<file path="config.mk">
export PLATFORM = sky130hd
export DESIGN_NAME = rtz_pulser_retime
export DESIGN_NICKNAME = d
export VERILOG_FILES = /design/src/rtz_pkg.sv /design/src/rtz_decode_if.sv /design/src/rtz_decoder.sv /design/src/rtz_pulser_retime.sv
export SDC_FILE = /design/constraint.sdc
export NUM_CORES = 1
export LEC_CHECK = 0
export BUFFER_PORTS_ARGS = -buffer_cell sky130_fd_sc_hd__buf_2
export CAP_MARGIN = 0
export CORE_MARGIN = 2
export CORE_UTILIZATION = 47
export DETAILED_ROUTE_END_ITERATION = 8
export GPL_TIMING_DRIVEN = 0
export PLACE_DENSITY = 0.84
export SYNTH_ARGS = -nofsm -noshare
export SYNTH_HDL_FRONTEND = slang
export SYNTH_SLANG_ARGS = --single-unit
</file>
<file path="constraint.sdc">
create_clock -name clk -period 3.1 [get_ports clk]
set_input_delay 0.62 -clock clk [delete_from_list [all_inputs] [get_ports clk]]
set_output_delay 0.62 -clock clk [all_outputs]
set_load 0.02 [all_outputs]
</file>
<file path="src/rtz_pkg.sv">
// Constants shared by the return-to-zero pulser control logic
// Assumes a 25 MHz clk and a 32-bit APB register bus
package rtz_pkg;

  ////////////////////////////////////////////////////////////////////////////////
  // Register map, byte addresses
  localparam logic [11:0] ADDR_CTRL     = 12'h000;
  localparam logic [11:0] ADDR_STATUS   = 12'h004;

  // Control register fields and reset value
  localparam int          CTRL_EN_BIT   = 0;
  localparam int          CTRL_BP_BIT   = 1;
  localparam logic [1:0]  CTRL_RESET    = 2'h1;

  // Status register fields
  localparam int          STAT_EN_BIT   = 0;
  localparam int          STAT_RDY_BIT  = 1;
  localparam int          STAT_BP_BIT   = 2;
  localparam int          STAT_CODE_LSB = 4;
  localparam int          STAT_DRV_LSB  = 8;

  ////////////////////////////////////////////////////////////////////////////////
  // Drive codes, bit 3 = A down to bit 0 = D
  localparam logic [3:0]  DRIVE_DEFAULT = 4'hA;
  localparam logic [3:0]  DRIVE_CODE00  = 4'h9;
  localparam logic [3:0]  DRIVE_CODE01  = 4'hE;
  localparam logic [3:0]  DRIVE_CODE10  = 4'h2;
  localparam logic [3:0]  DRIVE_CODE11  = 4'hA;
  localparam logic [1:0]  RETIME_RESET  = 2'h3;

  ////////////////////////////////////////////////////////////////////////////////
  // Timing
  localparam int          CLK_PERIOD_NS = 40;
  localparam int          SYNC_EDGES    = 2;
  localparam int          ON_TIME_NS    = 5000;
  localparam int          OFF_TIME_NS   = 4000;
  localparam int          ON_CYCLES     = (ON_TIME_NS + CLK_PERIOD_NS - 1) / CLK_PERIOD_NS;
  localparam int          OFF_CYCLES    = OFF_TIME_NS / CLK_PERIOD_NS;
  // Power-up count leaves room for the pin synchroniser edges, so a pulse at 5 us is kept
  localparam logic [6:0]  ON_COUNT      = 7'(ON_CYCLES - SYNC_EDGES);

endpackage : rtz_pkg

</file>
<file path="src/rtz_decode_if.sv">
// Carries the selected control code to the decoder and the drive pattern back
// Assumes both ends sit on the same clock
`timescale 1ns/1ps
interface rtz_decode_if;
  logic [1:0] code;
  logic [3:0] drive;

  // Decoder end and user end
  modport dec  (input code, output drive);
  modport user (output code, input drive);
endinterface : rtz_decode_if

</file>
<file path="src/rtz_decoder.sv">
// Combinational decode of the two control inputs into four gate drives
// Assumes the caller selects retimed or live code
`timescale 1ns/1ps
module rtz_decoder
  import rtz_pkg::*;
(
  // Code in, drive out
  rtz_decode_if.dec dif
);

  ////////////////////////////////////////////////////////////////////////////////
  // Truth table, first input is the high code bit
  always_comb begin
    unique case (dif.code)
      2'h0: dif.drive = DRIVE_CODE00;
      2'h1: dif.drive = DRIVE_CODE01;
      2'h2: dif.drive = DRIVE_CODE10;
      2'h3: dif.drive = DRIVE_CODE11;
    endcase
  end

endmodule : rtz_decoder

</file>
<file path="src/rtz_pulser_retime.sv">
// Control logic of a four-output three-level return-to-zero pulser driver
// Assumes enable and bypass pins are asynchronous; control inputs share clk
`timescale 1ns/1ps
module rtz_pulser_retime
  import rtz_pkg::*;
(
  // Clock, reset, freeze
  input  wire logic        clk,
  input  wire logic        reset,
  input  wire logic        ce,
  // Pins from the beamformer
  input  wire logic        pulser_enable_pin,
  input  wire logic        retime_skip_select,
  input  wire logic        control_in_first,
  input  wire logic        control_in_second,
  // Gate drives
  output logic             gate_drive_a,
  output logic             gate_drive_b,
  output logic             gate_drive_c,
  output logic             gate_drive_d,
  // APB slave
  input  wire logic        psel,
  input  wire logic        penable,
  input  wire logic        pwrite,
  input  wire logic [11:0] paddr,
  input  wire logic [31:0] pwdata,
  output logic [31:0]      prdata,
  output logic             pready,
  output logic             pslverr
);

  ////////////////////////////////////////////////////////////////////////////////
  // State
  typedef struct packed {
    logic        en_meta;
    logic        en_sync;
    logic        bp_meta;
    logic        bp_sync;
    logic        en_prev;
    logic [1:0]  retime;
    logic [6:0]  on_cnt;
    logic        ready;
    logic        sw_en;
    logic        sw_bp;
    logic [3:0]  drive;
    logic        pready;
    logic        pslverr;
    logic [31:0] prdata;
  } rtz_state_type;

  localparam rtz_state_type STATE_RESET = '{
    retime: RETIME_RESET, sw_en: CTRL_RESET[CTRL_EN_BIT], sw_bp: CTRL_RESET[CTRL_BP_BIT],
    drive: DRIVE_DEFAULT, default: '0};

  rtz_state_type state_ff;
  rtz_state_type nxt_state;
  rtz_decode_if  dif ();
  logic          en_eff;
  logic          bp_eff;
  logic          access;
  logic [1:0]    live_code;

  rtz_decoder u_decoder (.dif(dif.dec));

  ////////////////////////////////////////////////////////////////////////////////
  // Effective enable and bypass, pin AND/OR software control
  assign en_eff    = state_ff.en_sync & state_ff.sw_en;
  assign bp_eff    = state_ff.bp_sync | state_ff.sw_bp;
  assign live_code = {control_in_first, control_in_second};
  assign access    = psel & penable & ~state_ff.pready;
  assign dif.code  = bp_eff ? live_code : state_ff.retime;

  ////////////////////////////////////////////////////////////////////////////////
  // Next state
  always_comb begin
    nxt_state          = state_ff;
    // Pin synchronisers
    nxt_state.en_meta  = pulser_enable_pin;
    nxt_state.en_sync  = state_ff.en_meta;
    nxt_state.bp_meta  = retime_skip_select;
    nxt_state.bp_sync  = state_ff.bp_meta;
    nxt_state.en_prev  = en_eff;
    // Retiming flops: reset on enable edge or while disabled, hold in bypass, capture otherwise
    if (!en_eff || (en_eff != state_ff.en_prev)) begin
      nxt_state.retime = RETIME_RESET;
    end else if (!bp_eff) begin
      nxt_state.retime = live_code;
    end
    // Power-up timer
    if (!en_eff) begin
      nxt_state.on_cnt = '0;
    end else if (state_ff.on_cnt != ON_COUNT) begin
      nxt_state.on_cnt = state_ff.on_cnt + 7'h01;
    end
    nxt_state.ready    = en_eff && (nxt_state.on_cnt == ON_COUNT);
    // Output drive pattern
    if (en_eff && state_ff.ready) begin
      nxt_state.drive  = dif.drive;
    end else begin
      nxt_state.drive  = DRIVE_DEFAULT;
    end
    // APB access phase, one wait state
    nxt_state.pready   = access;
    nxt_state.pslverr  = 1'b0;
    if (access) begin
      unique case (paddr)
        ADDR_CTRL: begin
          if (pwrite) begin
            nxt_state.sw_en = pwdata[CTRL_EN_BIT];
            nxt_state.sw_bp = pwdata[CTRL_BP_BIT];
          end
          nxt_state.prdata = {30'h0, state_ff.sw_bp, state_ff.sw_en};
        end
        ADDR_STATUS: begin
          nxt_state.prdata = '0;
          nxt_state.prdata[STAT_EN_BIT] = en_eff;
          nxt_state.prdata[STAT_RDY_BIT] = state_ff.ready;
          nxt_state.prdata[STAT_BP_BIT] = bp_eff;
          nxt_state.prdata[STAT_CODE_LSB +: 2] = state_ff.retime;
          nxt_state.prdata[STAT_DRV_LSB +: 4] = state_ff.drive;
        end
        default: begin
          nxt_state.prdata  = '0;
          nxt_state.pslverr = 1'b1;
        end
      endcase
    end
  end

  // State register, frozen while ce is low
  always_ff @(posedge clk) begin
    if (reset) begin
      state_ff <= STATE_RESET;
    end else if (ce) begin
      state_ff <= nxt_state;
    end
  end

  // Outputs straight from flops
  assign gate_drive_a = state_ff.drive[3];
  assign gate_drive_b = state_ff.drive[2];
  assign gate_drive_c = state_ff.drive[1];
  assign gate_drive_d = state_ff.drive[0];
  assign prdata       = state_ff.prdata;
  assign pready       = state_ff.pready;
  assign pslverr      = state_ff.pslverr;
endmodule : rtz_pulser_retime

</file>
[Word level (Yosys, flattened, before mapping)]
Index checks and enable logic that the tools add are counted.
Storage, ports and cells
  register bits: 55
  output and inout port bits: 38
  logic and storage cells: 48
Operators by class
  $add $sub $neg: 1
  equality and inequality tests: 8
  muxes and demuxes: 10
  bitwise logic cells: 5
  reduce and logical (&&, ||, !) cells: 10
Operators with widths (count)
  $mux W33: 1
  $pmux W12 S2: 1
  $pmux W4 S4: 1
  $mux W7: 2
  $eq A12 B3 Y1 const B: 1
  $logic_not A12 Y1: 1
  $add A7 B1 Y7 const B: 1
  $eq A7 B7 Y1 const B: 1
  $ne A7 B7 Y1 const B: 1
  $mux W2: 3
  $eq A2 B2 Y1 const B: 2
  $mux W4: 1
  $reduce_and A2 Y1: 2
  $reduce_and A4 Y1: 1
  $and A1 B1 Y1: 3
  $eq A2 B1 Y1 const B: 1
  $logic_and A1 B1 Y1: 2
  $logic_not A2 Y1: 1
  $ne A2 B1 Y1 const B: 1
  $reduce_or A2 Y1: 1
  $logic_not A1 Y1: 1
  $logic_or A1 B1 Y1: 1
  $mux W1: 1
  $ne A1 B1 Y1: 1
  other kinds (2): 2

[Longest topological paths before layout]
Gate-level depths: netlist of run 1.
  depth in word-level cells: 5
  depth in mapped cells: 6
  depth with buffers taken out: 6

[Cells and area by module]
From an unflattened synthesis of run 1, not the netlist that was laid out.
Second synthesis, totals
  cell total of the unflattened synthesis: 206
  area, all modules: 1760.4 sq um
By module, submodules not included
  rtz_pulser_retime: times used 1, cells each 202, area an instance 1737.9 sq um, sequential area each 640.6 sq um
  rtz_decoder: times used 1, cells each 4, area an instance 22.5 sq um, sequential area each 0.0 sq um

[Least setup slack after synthesis of run 1]
OpenSTA, ideal clock, no wires.
  kind: input -> register
  start: input paddr[1]
  end: register state_ff[39] (netlist name)
  setup time: 120 ps
  arrival: 2005 ps
  required time: 2980 ps
  slack: 975 ps
  stages on the path: 5
  path buffers: 0
  path through: or4_4 > nor4b_4 > and3b_2 > nor2b_1 > a211o_1
Between the ends
  longest elaborated chain between the ends: 2
Ends and longest elaborated chain
  from (decl): RTL line rtz_pulser_retime.sv:25  | input wire logic [11:0] paddr,
  $logic_not A12 Y1: RTL line rtz_pulser_retime.sv:106  | unique case (paddr)
  $reduce_and A4 Y1 (no source line)
  to (signal assigned): RTL line rtz_pulser_retime.sv:135  | state_ff <= nxt_state;
  to (decl): RTL line rtz_pulser_retime.sv:55  | rtz_state_type state_ff;
Every way passes these cells.
A chain may end at the register's enable or synchronous reset.

[Worst setup path after layout of run 1]
Same ends and word-level chain as after synthesis.

==> results of run 1 <==
-- final cells by class --
cell class                      instances  area share (%)
Tap cell                               46           2.781
Sequential cell                        32           30.96
Timing Repair Buffer                   38           9.190
Multi-Input combinational cell        143           39.54
Inverter                                4          0.7255
Buffer                                 40           13.12
Clock inverter                          2           1.693
Clock buffer                            6           1.995
-- through the flow --
| stage | cells | power [mW] | hold slack, ns | area (um^2) |
|---|---|---|---|---|
| 5_1_grt | 311 | 0.8570 | 0.4803 | 2069 |
| 2_1_floorplan | 219 | 0.4995 | 0.4322 | 1745 |
| 6_report | 311 | 0.8280 | 0.4536 | 2069 |
| 4_1_cts | 311 | 0.8296 | 0.4573 | 2069 |
| 3_5_place_dp | 303 | 0.5251 | 0.4433 | 1993 |
| 3_3_place_gp | 303 | 0.5238 | 0.4403 | 1993 |
-- critical path: cells and delay by family --
family	cells	cell delay (ns)
AOI/OAI and AO/OA	1	0.26
buffers and inverters	1	0.09
and+or+nand+nor	4	1.21
-- power groups by stage --
stage	registers (mW)	clock network, mW	logic [mW]
floorplan	0.428	0	0.0719
global route	0.418	0.331	0.107
finish	0.418	0.311	0.0990
detailed placement	0.427	0	0.0979
global placement	0.427	0	0.0968
CTS	0.418	0.314	0.0979
-- state kept, by name, indices dropped and copies added (netlist names) --
register,flops
state_ff,15
prdata,9
nxt_state,2
gate_drive_a,1
gate_drive_b,1
gate_drive_c,1
gate_drive_d,1
pready,1
pslverr,1
-- layer usage --
metal  track usage (%)  part of all wire [%]  vias to the layer above
li1                  -                     -                      749
met1             19.82                    42                      679
met2             29.21                    50                       51
met3             4.464                   6.3                        9
met4             10.33                   1.9                        0
met5                 0                     0                        -
-- placed cells by master, fill, tap and decap left out, types with 2 or more instances in the layout --
| master | instances |
|---|---|
| buf_2 | 39 |
| buf_4 | 32 |
| dfxtp_1 | 32 |
| nor2_1 | 28 |
| conb_1 | 23 |
| nand2_1 | 16 |
| a21oi_1 | 13 |
| mux2i_1 | 9 |
| clkbuf_1 | 7 |
| nand3_1 | 7 |
| a22oi_1 | 7 |
| clkbuf_4 | 5 |
| inv_1 | 4 |
| nand2b_1 | 4 |
| xnor2_1 | 3 |
| nor3_1 | 3 |
| o22ai_1 | 2 |
| nand4_1 | 2 |
| o21ai_0 | 2 |
| or4_4 | 2 |
| nor2b_1 | 2 |
| mux2_2 | 2 |
| a21o_1 | 2 |
| a32oi_1 | 2 |
-- cell families after synthesis --
logic type	synth area share, %
xor+xnor	2.107
simple gates	22.12
buf+inv	17.23
fa+ha+maj	0.7523
other cells	0.2255
mux	6.772
flops	38.52
compound gates	12.26
-- worst paths after layout --
| path | startpoint | endpoint | slack [ns] |
|---|---|---|---|
| min reg2reg | prdata[5]$_SDFFE_PP0P_ | prdata[5]$_SDFFE_PP0P_ | 0.45 |
| max reg2reg | state_ff[41]$_SDFFE_PP0P_ | state_ff[40]$_SDFFE_PP0P_ | 1.34 |
| min | prdata[5]$_SDFFE_PP0P_ | prdata[5]$_SDFFE_PP0P_ | 0.45 |
| max | paddr[1] | state_ff[39]$_SDFFE_PP1P_ | 1.15 |
==> run summary, run 1 <==
For the pin with the worst max-slew slack, the measured transition is 0.5887 ns. The insertion delay to the later sink of the worst-skew pair is 0.34 ns. The y dimension of the die was 63.48 um. In this run the tool buffered the top-level ports with 38 buffer cells. The count of yosys warnings during synthesis came out at 0.

Summed over all failing endpoints, the final setup total negative slack is 0 ns. In this run the cell area of the synthesized design comes to 1663 um^2. Pin placement for this block handled 92 I/O pins. Data on the critical path is required at its endpoint by 3.34 ns.

Once detail routing completed, the nets flagged for antenna violations numbered 0. The overall die width works out to 63.48 um. A synthesized cell averages 8.441 um^2. The via count is 1488, and the count of maximum capacitance violations is 0. In this run the tightest slew margin relative to its limit is 60.75%. Counting instances in the post-synthesis netlist gives the leading cell types as buf_4 (32), dfxtp_1 (32), nor2_1 (28). In this run, distinct cell masters in the synthesized netlist total 38. The stage delay of the slowest cell on the critical path was 0.55 ns; the post-CTS resize count was 0.

For the initial core utilization, the log shows 49.44%. The run gives 3363 um^2 as the placeable core region. Cells fill 61.53% of the core in the end. In the routed design, unresolved DRC markers number 0. The per-cell via count in the routed design is 4.785, and the cell-internal power is 0.6252 mW.

The total CTS buffers was 5; the number of cells on the worst reg-to-reg path was 6. In the synthesized netlist the async set-or-reset flop fraction comes to 0%. Global routing finished with a remaining overflow of 0. For the relative contribution of combinational cells to total power, the log shows 12.0%. The number of hold buffers added after CTS was 0. Clock group share of total power: 37.6%. In the final layout, the share of cells above drive strength 1 is 32.83%. From synthesis to final layout, the design area changed by 24.45%. The biggest area contributor in the post-synthesis netlist is dfxtp_1.

On the critical path, the stage with the largest delay is an instance of or4_4. Summing all multi-input logic gate instances after layout gives 818.3 um^2. The clock passes through at most 2 buffers. Final-report max-slew violation count: 0.

STA classifies the critical path endpoint as a register. Setup repair after global routing left no endpoint under its margin. The clock net in this run drives a total of 32 sinks. Standby leakage power: 0.9646 nW. The count of routing violations after the opening detailed-route iteration came out at 65.

Of all nets on the critical path, the largest fanout is 4. The logs give 2653 um for the HPWL after detailed placement and 1347 for the number of global-route vias before repair. The synthesized design contains 0 enable-type register cells.

The first global-routing pass estimated 5575 um of wire. Counting flops and latches in the post-synthesis netlist gives 32. The tools report the placer's final routability congestion estimate as 0.8399. The number of hold violations in the final report came out at 0. The first detailed-routing pass took 5 iterations.

The worst hold path was traced through 2 stages. The tools report the library cell used as clock root buffer as clkbuf_4. The most frequently used flop master after synthesis was dfxtp_1. The worst setup path is launched from an input port. The floorplan has 21 rows. The number of antenna cells inserted is 0, and the ratio of final minimum period to clock period is 62.89%. Timing would allow up to 0.5129 GHz. In this run the power spent charging and discharging nets is 0.2029 mW.

The logs give 3346 um for the routed wire length and 310 for the final-layout fill cell count. The H-tree generated during clock tree synthesis spans 2 levels. TritonCTS built the clock tree. On the final layout, the worst clock skew is 0.01147 ns.

Traced cell by cell, the critical path runs through buf_2 > or4_4 > nor4b_4 > and3b_2 > nor2b_1 > a211o_1. The switching share of power is 24.50%, and the initial antenna violation count is 0. The register share of total power is 50.4%. The routed design could run at a clock period as short as 1.950 ns.

Across the whole layout, storage elements account for 640.6 um^2. Global routing used 17.43% of the available tracks. The setup slack of the critical path after layout was 1.150 ns. IR analysis of the VDD net gives a maximum drop of 0.2404 mV. The arrival time of the worst setup path was 2.19 ns; the pre-CTS worst setup slack was 0.7908 ns.

Of the post-synthesis cell area, the dominant cell type holds 38.53%. Cell count after synthesis: 197. Category of the most critical setup path: in -> reg. The worst hold-check path type is reg -> reg. The run gives 4030 um^2 as the die area. The flow ran to the end, and the final reports show no timing, DRC or antenna violations. In the final routed layout, each cell accounts on average for 10.76 um. After synthesis, the cell types taking the most area are dfxtp_1 (39%), buf_4 (14%), nor2_1 (6.3%). Clock-pin slew was measured on the worst setup and hold paths at 0.10 ns. The number of setup buffers added after CTS is 0. The power per unit of standard cell area came out at 400.1 nW/um^2. The final layout net count was 319; the pin count of the biggest net entering global routing was 11. Setup violations remaining at the end of the flow were counted as 0. Sequential elements use 38.53% of the synthesized area.
(Power assumes the default switching activity.)
==> inputs of run 2 (changes only) <==
Settings changed: ABC_AREA set to 1, CORE_UTILIZATION 47 to 45, PLACE_DENSITY 0.84 to 0.8.
Clock period 3.1 ns to 1.85 ns, I/O delays scaled along.
==> run 2 against run 1 <==
Final cell count is 18% higher. Combinational power grew to 2.5 times the previous value. Core utilization is 2.6 points lower. Critical path type is now reg -> reg. Critical endpoint is now state_ff[40]$_SDFFE_PP0P_. Largest cell class unchanged.
==> run summary, run 2 <==
The logs give 0 (unchanged) for the number of routed nets with antenna violations and 0 (unchanged) for the post-cts hold buffer count. The count of yosys warnings during synthesis is 0 (unchanged), and the initial core utilization is 47.42% (-2.0 points). The arrival time of the worst setup path was 1.80 ns (-0.39 ns). The biggest area contributor in the post-synthesis netlist is dfxtp_1. The share of async-settable or async-resettable flops after synthesis was 0% (unchanged). CTS placed an instance of clkbuf_8 at the clock tree root.

By area the synthesized netlist is led by dfxtp_1 (37%), buf_4 (14%), nand2_1 (10%). The count of pins on the block boundary was 92 (unchanged). The number of enable-type register cells in the synthesized netlist is 0 (unchanged), and the total CTS buffers is 5 (unchanged). The clock transition at the register clock pins on the worst setup and hold paths after CTS is 0.07 ns (-0.03 ns), and the count of buffers from port buffering is 38 (unchanged). The tools report the share of the yosys chip area belonging to registers as 36.62% (-1.9 points). The final layout net count is 374 (+17%), and the number of rows created at floorplan is 22 (+4.8%). The buffering stage count on the worst path with inverters included came out at 1 (unchanged). The worst setup path is launched from a register. Grouping stages by cell kind, the critical path spends the most delay in simple AND/OR/NAND/NOR gates. The tools report the global-route usage over all layers as 19.11% (+1.7 points). In the layout the commonest cells are nand2_1 (48), buf_2 (42), buf_4 (33). The per-cell via count in the routed design was 4.573 (-4.4%). The share of layout cells above drive strength 1 works out to 30.63% (-2.2 points).

The global-route congestion overflow total is 0 (unchanged), and the standby leakage power is 1.072 nW (+11%). The run gives 0 (unchanged) as the number of hold violations in the final report. The flow ran to the end, and the final reports show no timing, DRC or antenna violations. The worst clock skew was 0.007295 ns (-0.004179 ns); the pin count of the biggest net entering global routing was 11 (unchanged).

For the final instance area, the log shows 2175 um^2 (+5.1%). The ratio of final minimum period to clock period was 84.59%. The clock net sink count is 32 (unchanged).

The overall die width is 66.35 um (+4.5%), and the count of routing violations after the opening detailed-route iteration is 98 (+51%). Count of maximum capacitance violations: 0 (unchanged). The cell count after synthesis was 252 (+28%).

The cell area after synthesis was 1749 um^2 (+5.2%); the y dimension of the die was 66.35 um (+4.5%). The total power was 1.553 mW (+88%). The commonest cells after synthesis are nand2_1 (48), buf_4 (33), dfxtp_1 (32).

The run gives 0.8260 (-1.7%) as the placer's final routability congestion estimate. For the placed standard-cell area, the log shows 2082 um^2 (+4.5%). The tools report the largest vdd supply drop as 0.4776 mV (+99%). The most frequently used flop master after synthesis was dfxtp_1.

The tools report the via count as 1683 (+13%). The total of endpoints with negative setup slack in the final report came out at 0 (unchanged). The data required time of the critical path is 2.08 ns (-1.26 ns), and the insertion delay to the later sink of the worst-skew pair is 0.30 ns (-0.04 ns). The tools report the wire length of the first global-routing pass as 6458 um (+16%). By instance count, the cell type seen most on the critical path is nand2_1.

The power per unit of standard cell area was 714.4 nW/um^2 (+79%). The per-cell routed wire length was 10.35 um (-3.8%); the routed wire length was 3808 um (+14%). The worst hold-check path type was in -> reg.

The number of flip-flops in the largest register works out to 15 (unchanged). The post-CTS resize count is 0 (unchanged). The library cell with the highest instance count after synthesis is nand2_1. More flip-flops sit in one register than any other, and that register is state_ff. For the initial antenna violation count, the log shows 0 (unchanged).

The share of the core filled with cells is 58.96% (-2.6 points), and the number of global-route vias before repair is 1498 (+11%). The DRC violation count after routing is 0 (unchanged). The largest individual stage delay along the critical path comes from the cell dfxtp_1. For the maximum buffer depth of the clock tree, the log shows 2 (unchanged).

The synthesized area per cell was 6.941 um^2 (-18%); the largest driver fanout on the critical path was 7 (+3). The signal on the critical path passes through ha_1 > nand2_1 > inv_1 > nand3_2 > nand2_1 > nand2_1 > nor2_1 > nand4_1 > a21oi_1. Worst reg-to-reg setup slack: 0.29 ns (-1.05 ns). TritonCTS built the clock tree. For the first-pass iteration count of the detailed router, the log shows 4 (-1).

The critical path is of the reg -> reg type. The setup TNS after final layout came out at 0 ns (unchanged). The logs give 4402 um^2 (+9.2%) for the die area and 0 (unchanged) for the final-report max-slew violation count. The kind of capture point of the worst setup path was a register. From synthesis to final layout, the design area changed by 24.32%.

For the HPWL after detailed placement, the log shows 2866 um (+8.0%). Timing would allow up to 0.6390 GHz. The register bit total from synthesis was 32 (unchanged). The routed design could run at a clock period as short as 1.565 ns.

The logs give 0 (unchanged) for the number of antenna cells inserted and 2 (unchanged) for the number of H-tree levels. The run gives 24 (-37%) as the number of distinct library cell variants in the gate-level netlist after synthesis. Placeable core region: 3689 um^2 (+9.7%). The library cell used most frequently in the layout, excluding fill and tap cells, is nand2_1. Setup repair after global routing left no endpoint under its margin. The number of setup buffers added after CTS is 0 (unchanged). The stage delay of the slowest cell on the critical path works out to 0.46 ns (-0.09 ns). Proportion of netlist area held by the largest area contributor: 36.62% (-1.9 points).
run 2: power by group:
part / leakage, nW / internal, mW / switching (mW) / total, mW
registers: 0.262 / 0.716 / 0.0208 / 0.737
logic: 0.759 / 0.104 / 0.147 / 0.251
clock network: 0.0510 / 0.296 / 0.269 / 0.566
run 2: per-layer routing:
metal | global-route usage [%] | routed length [um]
met3 | 5.792 | 307
met2 | 30.75 | 1684
met1 | 23.58 | 1761
met5 | 0 | 0
met4 | 7.908 | 55
run 2: metrics by stage:
stage	worst slack [ns]	hold WS [ns]	std cells
floorplan	0.5411	0.4391	274
global placement	0.3623	0.4543	360
detailed placement	0.3158	0.4599	360
CTS	0.3034	0.2709	368
global route	0.1295	0.2932	368
finish	0.2851	0.2705	368
run 2: final cells by class:
type	count	area [um^2]
fillers	373	1514
clock inverters	2	10.01
flip-flops and latches	32	640.6
multi-input cells	178	822.0
inverters	24	90.09
clock buffers	6	82.58
plain buffers	40	279.0
well taps	48	60.06
repair buffers	38	190.2
run 2: worst reg2reg max path, delay by kind of cell (launching register included):
| family | cells | cell delay, ns |
|---|---|---|
| flops | 1 | 0.46 |
| buf+inv | 1 | 0.06 |
| compound gates | 1 | 0.13 |
| fa+ha+maj | 1 | 0.31 |
| simple gates | 6 | 0.54 |
run 2: final timing paths:
path                                    end  cells after the start                       from
hold reg to reg      prdata[4]$_SDFFE_PP0P_                      2  state_ff[48]$_SDFFE_PP1P_
setup reg to reg  state_ff[40]$_SDFFE_PP0P_                      9  state_ff[41]$_SDFFE_PP0P_
setup / recovery  state_ff[40]$_SDFFE_PP0P_                      9  state_ff[41]$_SDFFE_PP0P_
hold / removal    state_ff[39]$_SDFFE_PP1P_                      3                  pwdata[0]
run 2: logic make-up after synthesis:
family,share of synthesized area (%)
other cells,0.2144
fa+ha+maj,0.7152
flops,36.62
buf+inv,21.10
compound gates,16.95
simple gates,24.39
==> inputs of run 3 (changes only) <==
Settings changed: CORE_UTILIZATION 45 to 40, PLACE_DENSITY 0.8 to 0.75.
Clock period 1.85 ns to 1.35 ns, I/O delays scaled along.
==> run 3 against run 2 <==
Worst hold slack got worse by 0.082 ns. Maximum frequency is 21% higher. Sequential power rose by 37%. Clock skew down 0.0039 ns. Via count increased by 1.1%. Clock-buffer cell count up 1. First-iteration DRC count shrank 35%. Final area increased by 5.3%. Critical path type unchanged.
==> run summary, run 3 (synthesized netlist as in run 2, its figures left out) <==
The flow ran to the end, and the final reports show no timing, DRC or antenna violations. The global-route usage over all layers is 16.28% (-2.8 points). Counting flops per register, the top entry is state_ff. The relative contribution of combinational cells to total power came out at 15.3% (-0.9 points). The logs give 3914 um (+2.8%) for the routed wire length and 364 (+1.1%) for the number of placed instances with taps included. The HPWL after detailed placement is 2895 um (+1.0%). The top cell types in the final layout, fill and taps aside, are nand2_1 (45), buf_2 (42), buf_4 (36).

The die area came out at 4918 um^2 (+12%). The kind of launch point of the worst setup path is a register. The number of routed nets with antenna violations was 0 (unchanged); the initial core utilization was 40.73% (-6.7 points).

The share of layout cells above drive strength 1 was 34.98% (+4.4 points); the insertion delay to the later sink of the worst-skew pair was 0.29 ns (about the same). The number of H-tree levels was 2 (unchanged); the clock transition at the register clock pins on the worst setup and hold paths after CTS was 0.07 ns (about the same). For the final instance area, the log shows 2290 um^2 (+5.3%). The critical path is of the reg -> reg type.

The tools report the count of maximum capacitance violations as 0 (unchanged). The logs give 64 (-35%) for the count of routing violations after the opening detailed-route iteration and 2 (unchanged) for the maximum buffer depth of the clock tree. Worst clock skew: 0.003359 ns (-0.003935 ns). Library cell used as clock root buffer: clkbuf_8. The switching share of power works out to 25.24% (-2.9 points). TritonCTS built the clock tree. The number of rows created at floorplan is 24 (+9.1%).

The tools report the arrival time of the worst setup path as 1.52 ns (-0.28 ns). The overall die width came out at 70.13 um (+5.7%). Relative to the synthesized area, the layout overhead comes to 30.90%.

The placer's final routability congestion estimate is 0.8221 (-0.47%), and the register share of total power is 42.3% (-5.1 points). The clock group share of total power is 42.5% (+6.1 points), and the number of antenna cells inserted is 0 (unchanged). The count of buffers from port buffering was 38 (unchanged); the switching component of the power was 0.6022 mW (+38%).

The wire length of the first global-routing pass is 6341 um (-1.8%), and the power per unit of standard cell area is 1042 nW/um^2 (+46%). Most common cell after layout, fill and taps aside: nand2_1. The standby leakage power is 1.100 nW (+2.7%), and the final-report max-slew violation count is 0 (unchanged). The data required time of the critical path was 1.57 ns (-0.51 ns); the final period demand of the worst path was 1.294 ns (-0.2711 ns).

The tools report the DRC violation count after routing as 0 (unchanged). The via count is 1701 (+1.1%), and the ratio of final minimum period to clock period is 95.84% (+11 points). The post-cts hold buffer count is 0 (unchanged), and the total CTS buffers is 5 (unchanged). The worst hold-check path type was in -> reg. For the non-filler instance count after layout, the log shows 375 (+1.9%). The final-layout fill cell count was 415 (+11%); the placed standard-cell area was 2087 um^2 (+0.24%). Number of flip-flops in the largest register: 15 (unchanged). Largest driver fanout on the critical path: 5 (-2). For the pin count of the biggest net entering global routing, the log shows 11 (unchanged). The kind of capture point of the worst setup path is a register.

The run gives 92 (unchanged) as the count of pins on the block boundary. The number of global-route vias before repair was 1449 (-3.3%). Final layout net count: 377 (+0.80%).

The total of endpoints with negative setup slack in the final report came out at 0 (unchanged). The logs give 0 (unchanged) for the global-route congestion overflow total and 0.5917 mV (+24%) for the largest vdd supply drop. Maximum frequency from static timing analysis: 0.7729 GHz (+21%). The per-cell routed wire length was 10.44 um (+0.86%).

The initial antenna violation count was 0 (unchanged). Per-cell via count in the routed design: 4.536 (-0.82%). The clock net sink count is 32 (unchanged), and the placeable core region is 4294 um^2 (+16%). The y dimension of the die works out to 70.13 um (+5.7%).

Setup repair after global routing could not meet its margin everywhere. The cell-internal power came out at 1.784 mW (+60%). The tools report the number of hold violations in the final report as 0 (unchanged). The total power is 2.386 mW (+54%), and the first-pass iteration count of the detailed router is 4 (unchanged).
run 3: cell types whose count changed in the layout (fill, tap and decap cells not counted), moves of 3 or more:
cell	change
buf_4	+3
dfxtp_1	-3
nand2_1	-3
nand2_2	+3
run 3: critical path, stage by stage, from the launching register on:
cell     delay [ns]
dfxtp_4        0.38
ha_4           0.17
nand2_2        0.05
inv_2          0.06
nand3_4        0.07
nand2_2        0.08
nand3_2        0.07
nor2_2         0.11
nand4_1        0.09
a21oi_1        0.14
run 3: path summary, 6_finish.rpt:
kind | startpoint | end | slack, ns | cells past startpoint
setup / recovery | state_ff[41]$_SDFFE_PP0P_ | state_ff[40]$_SDFFE_PP0P_ | 0.06 | 9
hold / removal | pwdata[0] | state_ff[39]$_SDFFE_PP1P_ | 0.19 | 3
setup reg to reg | state_ff[41]$_SDFFE_PP0P_ | state_ff[40]$_SDFFE_PP0P_ | 0.06 | 9
hold reg to reg | pslverr$_SDFFE_PP0P_ | pslverr$_SDFFE_PP0P_ | 0.46 | 2
run 3: timing repair:
item | 4_1_cts | 5_1_grt
buffers inserted | 0 | 3
endpoints found under the setup margin | 3 | 5
pin swaps | 0 | 6
gates resized for setup | 5 | 12
hold endpoints to repair | 0 | 0
run 3: final cells by class:
cell class	count	area, um^2	share of cell area [%]
sequential	32	649.4	28.36
inverter	24	92.59	4.044
multi-input combinational	178	864.6	37.76
clock buffer	7	96.34	4.208
timing repair buffer	41	212.7	9.290
clock inverter	1	30.03	1.311
buffer	40	279.0	12.19
tap	52	65.06	2.842
run 3: power groups by stage:
| stage | clock network, mW | logic [mW] | registers, mW |
|---|---|---|---|
| 5_1_grt | 1.07 | 0.400 | 1.01 |
| 3_5_place_dp | 0 | 0.343 | 1.03 |
| 4_1_cts | 1.03 | 0.345 | 1.01 |
| 3_3_place_gp | 0 | 0.337 | 1.03 |
| 6_report | 1.01 | 0.364 | 1.01 |
| 2_1_floorplan | 0 | 0.259 | 1.03 |
run 3: routing by layer:
metal / track usage, % / wire length (um) / vias to the layer above
met3: 5.195 / 246 / 4
met1: 18.74 / 1748 / 746
met4: 6.410 / 51 / 0
met5: 0 / 0 / -
li1: - / - / 895
met2: 27.94 / 1868 / 56
run 3: through the flow:
step | util [%] | setup TNS, ns | hold WS (ns) | setup slack [ns]
5_1_grt | 53.32 | -0.01466 | 0.1948 | -0.01466
4_1_cts | 51.95 | 0 | 0.1826 | 0.0005536
3_5_place_dp | 48.60 | -0.2891 | 0.4564 | -0.1936
6_report | 53.32 | 0 | 0.1890 | 0.05619
3_3_place_gp | 48.60 | -0.2125 | 0.4521 | -0.1532
2_1_floorplan | - | 0 | 0.3391 | 0.04110
